===== src/btsc_pkg.sv =====
// Purpose: Constants for the bit-test skip and call execution block
// Assumes: 12-bit instruction words, 11-bit program counter
// Notes: Encodings and field positions of the three handled instructions
// Summary of operation
// RULE_01: Prefix 0110 skips the next instruction when the tested bit is zero.
// RULE_02: A taken skip discards the prefetched word; a no-op runs, two cycles.
// RULE_03: Prefix 0111 skips the next instruction when the tested bit is one.
// RULE_04: Call pushes program counter plus one onto the hardware stack first.
// RULE_05: Call loads the eight-bit literal into program counter bits 7 to 0.
// RULE_06: Call copies status bits 6:5 to counter bits 10:9, clears bit 8.
// RULE_07: Call always takes two cycles and changes no status flag.
// RULE_08: An untaken test runs the next word normally in one cycle, no flags.
package btsc_pkg;
  localparam int INSN_W = 12;
  localparam int PC_W = 11;
  localparam int DATA_W = 8;
  localparam int ADDR_W = 5;
  localparam logic [3:0] OP_SKIP_CLR = 4'h6;
  localparam logic [3:0] OP_SKIP_SET = 4'h7;
  localparam logic [3:0] OP_CALL = 4'h9;
  localparam int OP_HI = 11;
  localparam int OP_LO = 8;
  localparam int BIT_HI = 7;
  localparam int BIT_LO = 5;
  localparam int FILE_HI = 4;
  localparam int LIT_HI = 7;
  localparam int PAGE_HI = 6;
  localparam int PAGE_LO = 5;
  localparam logic [PC_W-1:0] PC_RESET = 11'h7FF;
  localparam logic [PC_W-1:0] PC_ONE = 11'h001;
  localparam logic [INSN_W-1:0] INSN_NOP = 12'h000;
  typedef enum logic [0:0] {
    ST_RUN = 1'b0,
    ST_FLUSH = 1'b1
  } btsc_state_t;
endpackage


===== src/btsc_exec.sv =====
// Purpose: Executes bit-test skip and subroutine call instructions
// Assumes: INSN is the word fetched at PC_ADDR, valid every cycle
// Notes: Other opcodes just advance the counter; PC_ADDR is the fetch address
`timescale 1ns/1ps
module btsc_exec (
  // Clock and reset
  input wire logic CLK_SYS,
  input wire logic RSTN,
  // Instruction fetch
  input wire logic [btsc_pkg::INSN_W-1:0] INSN,
  output logic [btsc_pkg::PC_W-1:0] PC_ADDR,
  // File register read path
  output logic [btsc_pkg::ADDR_W-1:0] FILE_ADDR,
  input wire logic [btsc_pkg::DATA_W-1:0] FILE_DATA,
  input wire logic [btsc_pkg::DATA_W-1:0] STATUS_DATA,
  // Stack push port
  output logic PUSH,
  output logic [btsc_pkg::PC_W-1:0] PUSH_ADDR,
  // Execution status
  output logic [btsc_pkg::INSN_W-1:0] EXEC_INSN,
  output logic SKIP_TAKEN,
  output logic STATUS_WE
);
  typedef struct packed {
    btsc_pkg::btsc_state_t state;
    logic [btsc_pkg::INSN_W-1:0] exec_insn;
    logic push;
    logic [btsc_pkg::PC_W-1:0] push_addr;
    logic skip;
  } btsc_st_t;
  btsc_st_t st;
  btsc_st_t next_st;
  logic [btsc_pkg::PC_W-1:0] pc;
  logic pc_load;
  logic [btsc_pkg::PC_W-1:0] pc_val;
  logic [3:0] op;
  logic bit_val;

  // Opcode prefix of a word
  function automatic logic [3:0] opcode(
    input logic [btsc_pkg::INSN_W-1:0] w);
    opcode = w[btsc_pkg::OP_HI:btsc_pkg::OP_LO];
  endfunction

  // Selected bit of the addressed register
  assign op = opcode(INSN);
  assign FILE_ADDR = INSN[btsc_pkg::FILE_HI:0];
  assign bit_val = FILE_DATA[INSN[btsc_pkg::BIT_HI:btsc_pkg::BIT_LO]];

  // Decode and execute
  always_comb begin
    next_st = st;
    next_st.push = 1'b0;
    next_st.skip = 1'b0;
    next_st.exec_insn = INSN;
    next_st.state = btsc_pkg::ST_RUN;
    pc_load = 1'b0;
    pc_val = pc;
    case (st.state)
      btsc_pkg::ST_FLUSH: begin
        // RULE_02: no-op replaces word
        // RULE_07: second call cycle
        next_st.exec_insn = btsc_pkg::INSN_NOP;
        // RULE_05: refetch call target
        // The target word seen in this slot is dropped, so the counter
        // holds and fetches it again; otherwise a call lands on target+1
        if (st.push) begin
          pc_load = 1'b1;
          pc_val = pc;
        end
      end
      btsc_pkg::ST_RUN: begin
        // RULE_01: skip when clear
        if (op == btsc_pkg::OP_SKIP_CLR && !bit_val) begin
          next_st.state = btsc_pkg::ST_FLUSH;
          next_st.skip = 1'b1;
        end
        // RULE_03: skip when set
        if (op == btsc_pkg::OP_SKIP_SET && bit_val) begin
          next_st.state = btsc_pkg::ST_FLUSH;
          next_st.skip = 1'b1;
        end
        // RULE_08: untaken test falls through
        if (op == btsc_pkg::OP_CALL) begin
          // RULE_04: push return address
          next_st.push = 1'b1;
          next_st.push_addr = pc + btsc_pkg::PC_ONE;
          // RULE_05: literal to low bits
          // RULE_06: page bits, bit 8 cleared
          pc_load = 1'b1;
          pc_val = {STATUS_DATA[btsc_pkg::PAGE_HI:btsc_pkg::PAGE_LO], 1'b0,
                    INSN[btsc_pkg::LIT_HI:0]};
          next_st.state = btsc_pkg::ST_FLUSH;
        end
      end
      default: begin
        next_st.state = btsc_pkg::ST_RUN;
      end
    endcase
  end

  // State flops
  always_ff @(posedge CLK_SYS or negedge RSTN) begin
    if (!RSTN) begin
      st.state <= btsc_pkg::ST_RUN;
      st.exec_insn <= btsc_pkg::INSN_NOP;
      st.push <= 1'b0;
      st.push_addr <= '0;
      st.skip <= 1'b0;
    end else begin
      st <= next_st;
    end
  end

  // Program counter
  btsc_pc_reg u_pc (
    .clk(CLK_SYS),
    .rstn(RSTN),
    .load(pc_load),
    .load_val(pc_val),
    .pc(pc)
  );

  assign PC_ADDR = pc;
  assign PUSH = st.push;
  assign PUSH_ADDR = st.push_addr;
  assign EXEC_INSN = st.exec_insn;
  assign SKIP_TAKEN = st.skip;
  // RULE_07: flags never written
  assign STATUS_WE = 1'b0;
endmodule


===== src/btsc_pc_reg.sv =====
// Purpose: Program counter register with load and increment
// Assumes: One load or increment per cycle
// Notes: Load has priority over increment
`timescale 1ns/1ps
module btsc_pc_reg (
  // Clock and reset
  input wire logic clk,
  input wire logic rstn,
  // Control
  input wire logic load,
  input wire logic [btsc_pkg::PC_W-1:0] load_val,
  // Value
  output logic [btsc_pkg::PC_W-1:0] pc
);
  typedef struct packed {
    logic [btsc_pkg::PC_W-1:0] pc;
  } btsc_pcs_t;
  btsc_pcs_t st;
  btsc_pcs_t next_st;

  // Next counter value
  always_comb begin
    next_st = st;
    if (load) begin
      next_st.pc = load_val;
    end else begin
      next_st.pc = st.pc + btsc_pkg::PC_ONE;
    end
  end

  // Counter flop
  always_ff @(posedge clk or negedge rstn) begin
    if (!rstn) begin
      st.pc <= btsc_pkg::PC_RESET;
    end else begin
      st <= next_st;
    end
  end

  assign pc = st.pc;
endmodule


===== config.mk =====
export PLATFORM = sky130hd
export DESIGN_NAME = btsc_exec
export DESIGN_NICKNAME = d
export VERILOG_FILES = /design/src/btsc_pkg.sv /design/src/btsc_exec.sv /design/src/btsc_pc_reg.sv
export SDC_FILE = /design/constraint.sdc
export NUM_CORES = 1
export LEC_CHECK = 0
export ABC_AREA = 1
export BUFFER_PORTS_ARGS = -buffer_cell sky130_fd_sc_hd__buf_2
export CAP_MARGIN = 20
export CELL_PAD_IN_SITES_DETAIL_PLACEMENT = 0
export CELL_PAD_IN_SITES_GLOBAL_PLACEMENT = 1
export CORE_MARGIN = 2
export CORE_UTILIZATION = 33
export DETAILED_ROUTE_END_ITERATION = 16
export PLACE_DENSITY_LB_ADDON = 0.2
export SETUP_SLACK_MARGIN = 0.5
export SLEW_MARGIN = 20
export SYNTH_ARGS = -nofsm -noshare
export SYNTH_HDL_FRONTEND = slang
export SYNTH_HIERARCHICAL = 1
export SYNTH_SLANG_ARGS = --single-unit

===== constraint.sdc =====
create_clock -name CLK_SYS -period 1.3 [get_ports CLK_SYS]
set_input_delay 0.13 -clock CLK_SYS [delete_from_list [all_inputs] [get_ports CLK_SYS]]
set_output_delay 0.13 -clock CLK_SYS [all_outputs]
set_load 0.005 [all_outputs]

==> results of run 1 <==
path summary, 6_finish.rpt:
path	slack, ns	startpoint	to	depth (start not counted)
min in group asynchronous	0.34	RSTN	EXEC_INSN[1]	3
max reg2reg	-0.12	u_pc/pc[0]	PUSH_ADDR[4]	6
max	-0.12	u_pc/pc[0]	PC_ADDR[0]	4
min	0.09	INSN[2]	EXEC_INSN[2]	3
min reg2reg	0.48	PUSH_ADDR[8]	PUSH_ADDR[8]	2
max in group asynchronous	0.70	RSTN	u_pc/pc[5]	3
flip-flops by register name, summed over array words and instances, names as in the netlist:
register	cells
PUSH_ADDR	11
st	1
u_pc/pc	11
PUSH	1
SKIP_TAKEN	1
EXEC_INSN	12
where the power goes:
part | switching, mW | leakage [nW] | total [mW] | internal (mW)
clock network | 0.425 | 0.0542 | 0.904 | 0.480
logic | 1.52 | 1.32 | 3.53 | 2.01
registers | 0.344 | 0.441 | 1.97 | 1.63
timing repair:
item / 4_1_cts / 5_1_grt
pin swaps: 8 / 5
buffers inserted: 20 / 10
resized for setup: 44 / 40
endpoints found under the setup margin: 72 / 73
gates cloned: 3 / 1
hold endpoints to repair: 26 / 0
hold buffers: 1 / 0
metal layers:
layer / GRT usage [%] / part of all wire, %
met4: 4.90 / 0.89
met2: 28.2 / 50
met5: 0 / 0
met3: 3.22 / 4.3
met1: 19.9 / 45
synth_stat cells (all sizes together):
master	count
nor3	2
nor2	22
a21oi	2
conb	1
nand4	3
nand2	87
inv	37
o21ai	22
clkinv	1
xnor2	1
o21bai	2
buf	34
dfstp	11
bufinv	1
clkbuf	1
xor2	4
dfrtp	26
nand3	30
ha	2
final cells by class:
| cell class | instances | area (µm²) | share of cell area (%) |
|---|---|---|---|
| Clock inverter | 1 | 5.00 | 0.142 |
| Tap cell | 80 | 100 | 2.84 |
| Clock buffer | 7 | 96.3 | 2.73 |
| Timing Repair Buffer | 129 | 1100 | 31.1 |
| Inverter | 39 | 169 | 4.79 |
| Multi-Input combinational cell | 178 | 1120 | 31.7 |
| Sequential cell | 37 | 941 | 26.7 |
critical path: stages (launching register included):
cell and delay [ns]:
dfstp_2 0.61, buf_4 0.13, buf_6 0.08, buf_6 0.10, buf_6 0.08
logic make-up (layout without fill, tap and decap cells):
| group | count (synthesis) | count (layout) | synth area share, % |
|---|---|---|---|
| and+or+nand+nor | 144 | 144 | 29.7 |
| DFF | 37 | 37 | 40.9 |
| buffers and inverters | 74 | 176 | 19.2 |
| adders and majority gates | 2 | 2 | 1.09 |
| xor gates and xnor gates | 5 | 5 | 1.90 |
| other | 1 | 1 | 0.163 |
| AOI/OAI and AO/OA | 26 | 26 | 7.18 |
per-stage QoR:
step / hold slack, ns / worst slack (ns)
after floorplan: -0.166 / -0.0686
after global placement: 0.114 / -0.0778
after detailed placement: 0.117 / -0.123
after CTS: 0.0694 / -0.112
after global routing: 0.100 / -0.215
final: 0.0922 / -0.122
==> metrics.txt, run 1 <==
status finished with violations; failing checks setup timing; Yosys warning count 6; GPL Wtd Cong 0.777; fmax roughly 700 MHz; vias in the first global route 2112; Root Buffer clkbuf_8; Die Y approximately 87 µm; CP Capture Type output port; most common cell after layout, fill and taps aside nand2_1; Tightest Hold Check Type in -> reg; Crit Path Max Fanout 5; vias post-DR 2130; aggregate global-route resource usage about 16%; CTS Buf Count 5; # setup viols final 15; H-tree depth 2; final core occ around 52%; DP Area 0.00271 mm²; minimum clock period 1.42 ns; global-route wire length before repair 9610 µm; min setup slack post-route -0.122 ns; RSZ-0062 raised after global routing true; Clock Latency Late Sink 0.29 ns; Final Net Count 422; fraction of layout cells with a size suffix above 1 52.7%; die area 0.00765 mm²; max-cap viol count 0; clk buf depth 2; PwrDens 1820 mW/mm²; Routed WL per cell 12.4 µm; hpwl dp 3970 µm; Distinct cells, synth 30; Setup TNS -1.07 ns; core area 0.00676 mm²; Critical Path RT 1.17 ns; Filler Cells Inserted just under 700; Die Span X 87.5 µm; Placed Cells 428; post-synth top area share between 20% and 30%; initial antenna violation count 0; clk sink count 37; Mapped Avg Cell Area 7.96 µm²; fin area around 0.0035 mm²; First DRT Iteration DRCs 96; GR Overflow Total 0; DRT Pass-1 Iters 5; total power 6.41 mW; initial core utilization about a third; Synth area leaders dfrtp_1, nand2_1, dfstp_2, buf_4, inv_1; Remaining DRCs 0; Final ANT Viol Nets 0; Mapped Cells 289; Port Buffers 64; most frequent cells in the layout nand2_1, buf_2, buf_4, inv_1; I/O pin cnt 72; Syn-to-layout area delta 53.4%; CTS tree built; Final Non-Filler Cells 471; max-slew violation count 0; leak pwr 1.81 nW; CP arrival 1.29 ns; Tcrit/Tclk final 109%; Synth Cell Area roughly 0.0023 mm²; pin count of the biggest net entering global routing 38; Rows 30; post-synth top area cell dfrtp_1; IR drop worst, VDD around 0.86 mV; Post-Syn Nets between 300 and 400; sequential-to-total area share from yosys stat 40.9%; drt total wl 5860 µm; CTS clk-pin slew, worst paths 0.08 ns; critical path class reg -> out; Max Clock Skew 0.00568 ns; number of synthesized register bits 37; drt via density 4.52; crit start category flip-flop; Hold Violations, Final 0; ANT cells 0
No activity file was read; power rests on OpenSTA's default activity.
==> inputs of run 2 (changes only) <==
- BUFFER_PORTS_ARGS: -buffer_cell sky130_fd_sc_hd__buf_2 -> unset
- CORE_UTILIZATION: 33 -> 41
- DONT_BUFFER_PORTS: unset -> 1
==> run 2 against run 1 <==
Core utilization increased by 3.9 points. Register-to-register slack improved by 0.04 ns. Setup slack better by 0.041 ns. The flow finishes with violations (hold timing, setup timing). Total power fell by 11%. Sequential power grew 3%. Clock power increased by 33%. Fmax is 3.0% higher. Critical path depth grew 3. Largest power group unchanged. Non-clock buffer count is 74 lower. Die area is 19% lower. Via count decreased by 14%.
==> metrics.txt, run 2 (same netlist as run 1, synthesis figures left out) <==
status finished with violations (unchanged); I/O pin cnt 72 (unchanged); # setup viols final 21 (was 15); Clock Latency Late Sink 0.29 ns (about the same); leak pwr 1.45 nW (was 1.81 nW); CTS Buf Count 5 (unchanged); Hold Violations, Final 37 (was 0); global-route wire length before repair 9200 µm (was 9610 µm); initial core utilization 42.0% (was 34.0%); max-cap viol count 0 (unchanged); most common cell after layout, fill and taps aside nand2_1 (unchanged); origin of the worst setup path u_pc/pc[0] (unchanged); aggregate global-route resource usage 19.3% (was 16.1%); Crit Path Max Fanout 5 (unchanged); failing checks hold timing, setup timing (was setup timing); DP Worst Slack -0.101 ns (was -0.123 ns); pin count of the biggest net entering global routing 38 (unchanged); Final ANT Viol Nets 0 (unchanged); H-tree depth 2 (unchanged); DRT Pass-1 Iters 4 (was 5); GR Overflow Total 0 (unchanged); final core occ 56.1% (was 52.2%); die area 0.00622 mm² (was 0.00765 mm²); fraction of layout cells with a size suffix above 1 38.2% (was 52.7%); CTS tree built (unchanged); clk sink count 37 (unchanged); Worst R2R Start u_pc/pc[0] (unchanged); ANT cells 0 (unchanged); Root Buffer clkbuf_8 (unchanged); Remaining DRCs 0 (unchanged); core area 0.00547 mm² (was 0.00676 mm²); CP arrival 1.62 ns (was 1.29 ns); initial antenna violation count 0 (unchanged); Port Buffers 0 (was 64); Critical Path RT 1.54 ns (was 1.17 ns); Rows 27 (was 30); hpwl dp 3560 µm (was 3970 µm); Die Span X 78.9 µm (was 87.5 µm); Die Y 78.9 µm (was 87.5 µm); vias post-DR 1840 (was 2130); Tcrit/Tclk final 106% (was 109%); minimum clock period 1.38 ns (was 1.42 ns); total power 5.73 mW (was 6.41 mW); hold slack -0.477 ns (was 0.0922 ns); CTS clk-pin slew, worst paths 0.08 ns (about the same); crit start category flip-flop (unchanged); min setup slack post-route -0.0811 ns (was -0.122 ns); CP Capture Type flip-flop (was output port); IR drop worst, VDD 0.868 mV (was 0.860 mV); fmax 724 MHz (was 703 MHz); vias in the first global route 1847 (was 2112); RSZ-0062 raised after global routing true (unchanged); GPL Wtd Cong 0.749 (was 0.777); Syn-to-layout area delta 33.5% (was 53.4%); most frequent cells in the layout nand2_1, inv_1, dfrtp_1, buf_4, nand3_1 (was nand2_1, buf_2, buf_4, inv_1); max reg flops 12 (unchanged); First DRT Iteration DRCs 87 (was 96); max-slew violation count 0 (unchanged); PwrDens 1870 mW/mm² (was 1820 mW/mm²); drt via density 4.73 (was 4.52); Routed WL per cell 14.1 µm (was 12.4 µm); drt total wl 5490 µm (was 5860 µm); critical path class reg -> reg (was reg -> out); Max Clock Skew 0.00568 ns (about the same); clk buf depth 2 (unchanged); worst r2r path cells 7 (was 6); Post-CTS Hold Buffers 10 (was 1); Final Net Count 348 (was 422); Tightest Hold Check Type in -> async (was in -> reg)
==> run 2: layout make-up <==
| class | count | area, µm² |
|---|---|---|
| Inverter | 39 | 169 |
| Multi-Input combinational cell | 178 | 1110 |
| Sequential cell | 37 | 940 |
| Clock inverter | 3 | 65.1 |
| Timing Repair Buffer | 55 | 623 |
| Fill cell | 512 | 2400 |
| Tap cell | 72 | 90.1 |
| Clock buffer | 5 | 68.8 |
==> run 2: worst max-delay path: stages, from the launching register on <==
cell      delay [ns]
dfstp_2         0.59
ha_4            0.16
nand3_4         0.08
nor2_4          0.16
nand2_2         0.08
o21bai_2        0.12
nand3_2         0.07
nand2_1         0.06
==> run 2: routing by layer <==
metal / share of wire, % / GRT usage, %
met4: 1.0 / 5.34
met3: 5.5 / 5.34
met2: 50 / 33.2
met1: 44 / 23.8
met5: 0 / 0
==> run 2: what timing repair did <==
item,CTS,global route
hold endpoints to repair,47,37
resized for setup,52,19
pin swaps,22,2
setup endpoints to repair,63,73
buffers inserted,13,3
gates cloned,4,0
==> run 2: report_power, final <==
part	switching, mW	total [mW]	internal, mW
Sequential	0.404	2.03	1.63
Clock	0.437	1.20	0.763
Combinational	1.23	2.50	1.27
==> run 2: worst paths after layout <==
| path | endpoint | slack (ns) |
|---|---|---|
| min in group CLK_SYS | EXEC_INSN[5] | 0.02 |
| setup / recovery | PUSH_ADDR[8] | -0.08 |
| max in group asynchronous | u_pc/pc[2] | 1.60 |
| hold / removal | PUSH_ADDR[9] | -0.48 |
| setup reg to reg | PUSH_ADDR[8] | -0.08 |
| hold reg to reg | PUSH_ADDR[9] | 0.51 |
==> run 2: stage by stage <==
stage	area [µm²]	TNS, ns	instances
2_1_floorplan	2330	-0.485	289
3_3_place_gp	2320	-0.459	351
3_5_place_dp	2320	-0.557	351
4_1_cts	2960	-0.670	386
5_1_grt	3070	-2.63	389
6_report	3070	-0.749	389
==> inputs of run 3 (changes only) <==
- CORE_MARGIN: 2 -> unset
- HOLD_SLACK_MARGIN: unset -> 0.1
- TNS_END_PERCENT: unset -> 10
==> run 3 against run 2 <==
The flow still finishes with violations (hold timing, setup timing). Final area is 9.2% lower. Setup slack worse by 0.091 ns. Via count is 3.6% lower. Core utilization is 2.9 points lower. Routed wire length is 8.8% lower. Die area is 5.0% lower. Clock skew hardly changed. Combinational power is 11% lower. Clock power is 33% lower. Final cell count is 2.1% lower. Register-to-register slack worse by 0.09 ns.
==> metrics.txt, run 3 (same netlist as run 1, synthesis figures left out) <==
status finished with violations (unchanged); failing checks hold timing, setup timing (unchanged); leak pwr 1.36 nW (was 1.45 nW); Critical Path RT 1.53 ns (was 1.54 ns); IR drop worst, VDD 0.740 mV (was 0.868 mV); crit-path cells ha_4 > nand3_4 > nor2_4 > nand2_2 > o21bai_2 > nand3_2 > nand2_1 (unchanged); drt via density 4.65 (was 4.73); critical path class reg -> reg (unchanged); DRT Pass-1 Iters 4 (unchanged); Largest stage delay, worst path 0.64 ns (was 0.59 ns); family with the most delay on the worst path flip-flops (unchanged); GPL Wtd Cong 0.751 (was 0.749); Setup TNS -0.856 ns (was -0.749 ns); Remaining DRCs 0 (unchanged); Final Non-Filler Cells 381 (was 389); most common cell after layout, fill and taps aside nand2_1 (unchanged); vias post-DR 1773 (was 1840); Tcrit/Tclk final 113% (was 106%); Die Y 76.9 µm (was 78.9 µm); I/O pin cnt 72 (unchanged); Syn-to-layout area delta 21.3% (was 33.5%); fmax 679 MHz (was 724 MHz); initial antenna violation count 0 (unchanged); Filler Cells Inserted 515 (was 512); area taken by multi-input logic gates 0.00104 mm² (was 0.00111 mm²); Placed Cells 355 (was 351); vias in the first global route 1778 (was 1847); Final ANT Viol Nets 0 (unchanged); hpwl dp 3420 µm (was 3560 µm); Crit Path Max Fanout 5 (unchanged); CTS clk-pin slew, worst paths 0.08 ns (about the same); Reg area 940 µm² (unchanged); ANT cells 0 (unchanged); H-tree depth 2 (unchanged); CTS tree built (unchanged); PwrDens 1830 mW/mm² (was 1870 mW/mm²); Die Span X 76.9 µm (was 78.9 µm); Crit-path slowest cell dfstp_2 (unchanged); clk buf depth 2 (unchanged); Final Net Count 342 (was 348); die area 0.00591 mm² (was 0.00622 mm²); max-slew violation count 0 (unchanged); CP arrival 1.70 ns (was 1.62 ns); CTS Buf Count 5 (unchanged); DP Worst Slack -0.128 ns (was -0.101 ns); fraction of layout cells with a size suffix above 1 34.1% (was 38.2%); initial core utilization 43.9% (was 42.0%); most frequent cells in the layout nand2_1, inv_1, dfrtp_1, buf_4, nand3_1 (unchanged); GR Overflow Total 0 (unchanged); WP buf/inv 0 (unchanged); Hold Violations, Final 37 (unchanged); drt total wl 5010 µm (was 5490 µm); minimum clock period 1.47 ns (was 1.38 ns); Post-CTS Hold Buffers 14 (was 10); RSZ-0062 raised after global routing true (unchanged); global-route wire length before repair 8490 µm (was 9200 µm); crit start category flip-flop (unchanged); max reg flops 12 (unchanged); clk sink count 37 (unchanged); Tightest Hold Check Type in -> async (unchanged); Clock Latency Late Sink 0.29 ns (about the same); Rows 26 (was 27); Routed WL per cell 13.1 µm (was 14.1 µm); min setup slack post-route -0.172 ns (was -0.0811 ns); # setup viols final 13 (was 21); max-cap viol count 0 (unchanged); Max Clock Skew 0.00575 ns (was 0.00568 ns); aggregate global-route resource usage 18.5% (was 19.3%); Port Buffers 0 (unchanged); First DRT Iteration DRCs 47 (was 87); hold slack -0.475 ns (was -0.477 ns); Root Buffer clkbuf_8 (unchanged); pin count of the biggest net entering global routing 38 (unchanged); CP Capture Type flip-flop (unchanged); core area 0.00524 mm² (was 0.00547 mm²)
run 3: cell types whose count changed in the layout (fill, tap and decap cells not counted), moves of 2 or more:
cell / previous run / this run
dlymetal6s4s_1: 0 / 3
inv_2: 5 / 8
nand3_4: 5 / 2
buf_16: 3 / 0
nand3_2: 7 / 12
nand2_1: 78 / 82
nor2_1: 6 / 11
bufinv_16: 2 / 0
buf_12: 5 / 2
nor2_2: 2 / 4
nand2_4: 4 / 1
nand3_1: 18 / 16
nor2_4: 14 / 7
run 3: cell type report:
class / count / share of cell area [%]
clock buffers: 5 / 2.47
clock inverters: 3 / 0.628
inverters: 39 / 5.74
multi-input cells: 178 / 37.4
flip-flops and latches: 37 / 33.7
well taps: 70 / 3.14
repair buffers: 49 / 17.0
run 3: repair_timing:
item,in CTS,in global routing
setup buffers,0,4
endpoints found under the hold margin,59,37
cloned,0,0
setup endpoints to repair,62,68
gates resized for setup,19,23
pin swaps,5,9
run 3: metrics by stage:
stage	util [%]	cell area, µm²	power [mW]
final	53.2	2790	5.11
after global placement	45.3	2370	3.94
after floorplan	-	2320	3.42
after global routing	53.2	2790	5.53
after detailed placement	45.3	2370	3.99
after CTS	51.1	2680	5.01
run 3: layer usage:
layer / GRT usage (%) / vias to the layer above / routed length (µm)
li1: - / 907 / -
met4: 4.81 / 0 / 40
met5: 0 / - / 0
met3: 4.05 / 4 / 236
met2: 31.7 / 46 / 2430
met1: 23.4 / 816 / 2300
run 3: where the power goes:
group	internal [mW]	leakage, nW	total [mW]	switching, mW
clock	0.370	0.0439	0.802	0.432
combinational	1.17	0.879	2.22	1.05
sequential	1.63	0.442	2.09	0.458
total	3.17	1.36	5.11	1.94
run 3: path summary, 6_finish.rpt:
check | start | to | slack [ns] | cells past startpoint
setup / recovery | u_pc/pc[1] | PUSH_ADDR[8] | -0.17 | 7
hold / removal | RSTN | EXEC_INSN[1] | -0.48 | 0
setup reg to reg | u_pc/pc[1] | PUSH_ADDR[8] | -0.17 | 7
hold reg to reg | PUSH_ADDR[7] | PUSH_ADDR[7] | 0.51 | 2
max in group asynchronous | RSTN | u_pc/pc[9] | 1.59 | 0
min in group CLK_SYS | INSN[5] | u_pc/pc[5] | 0.11 | 4
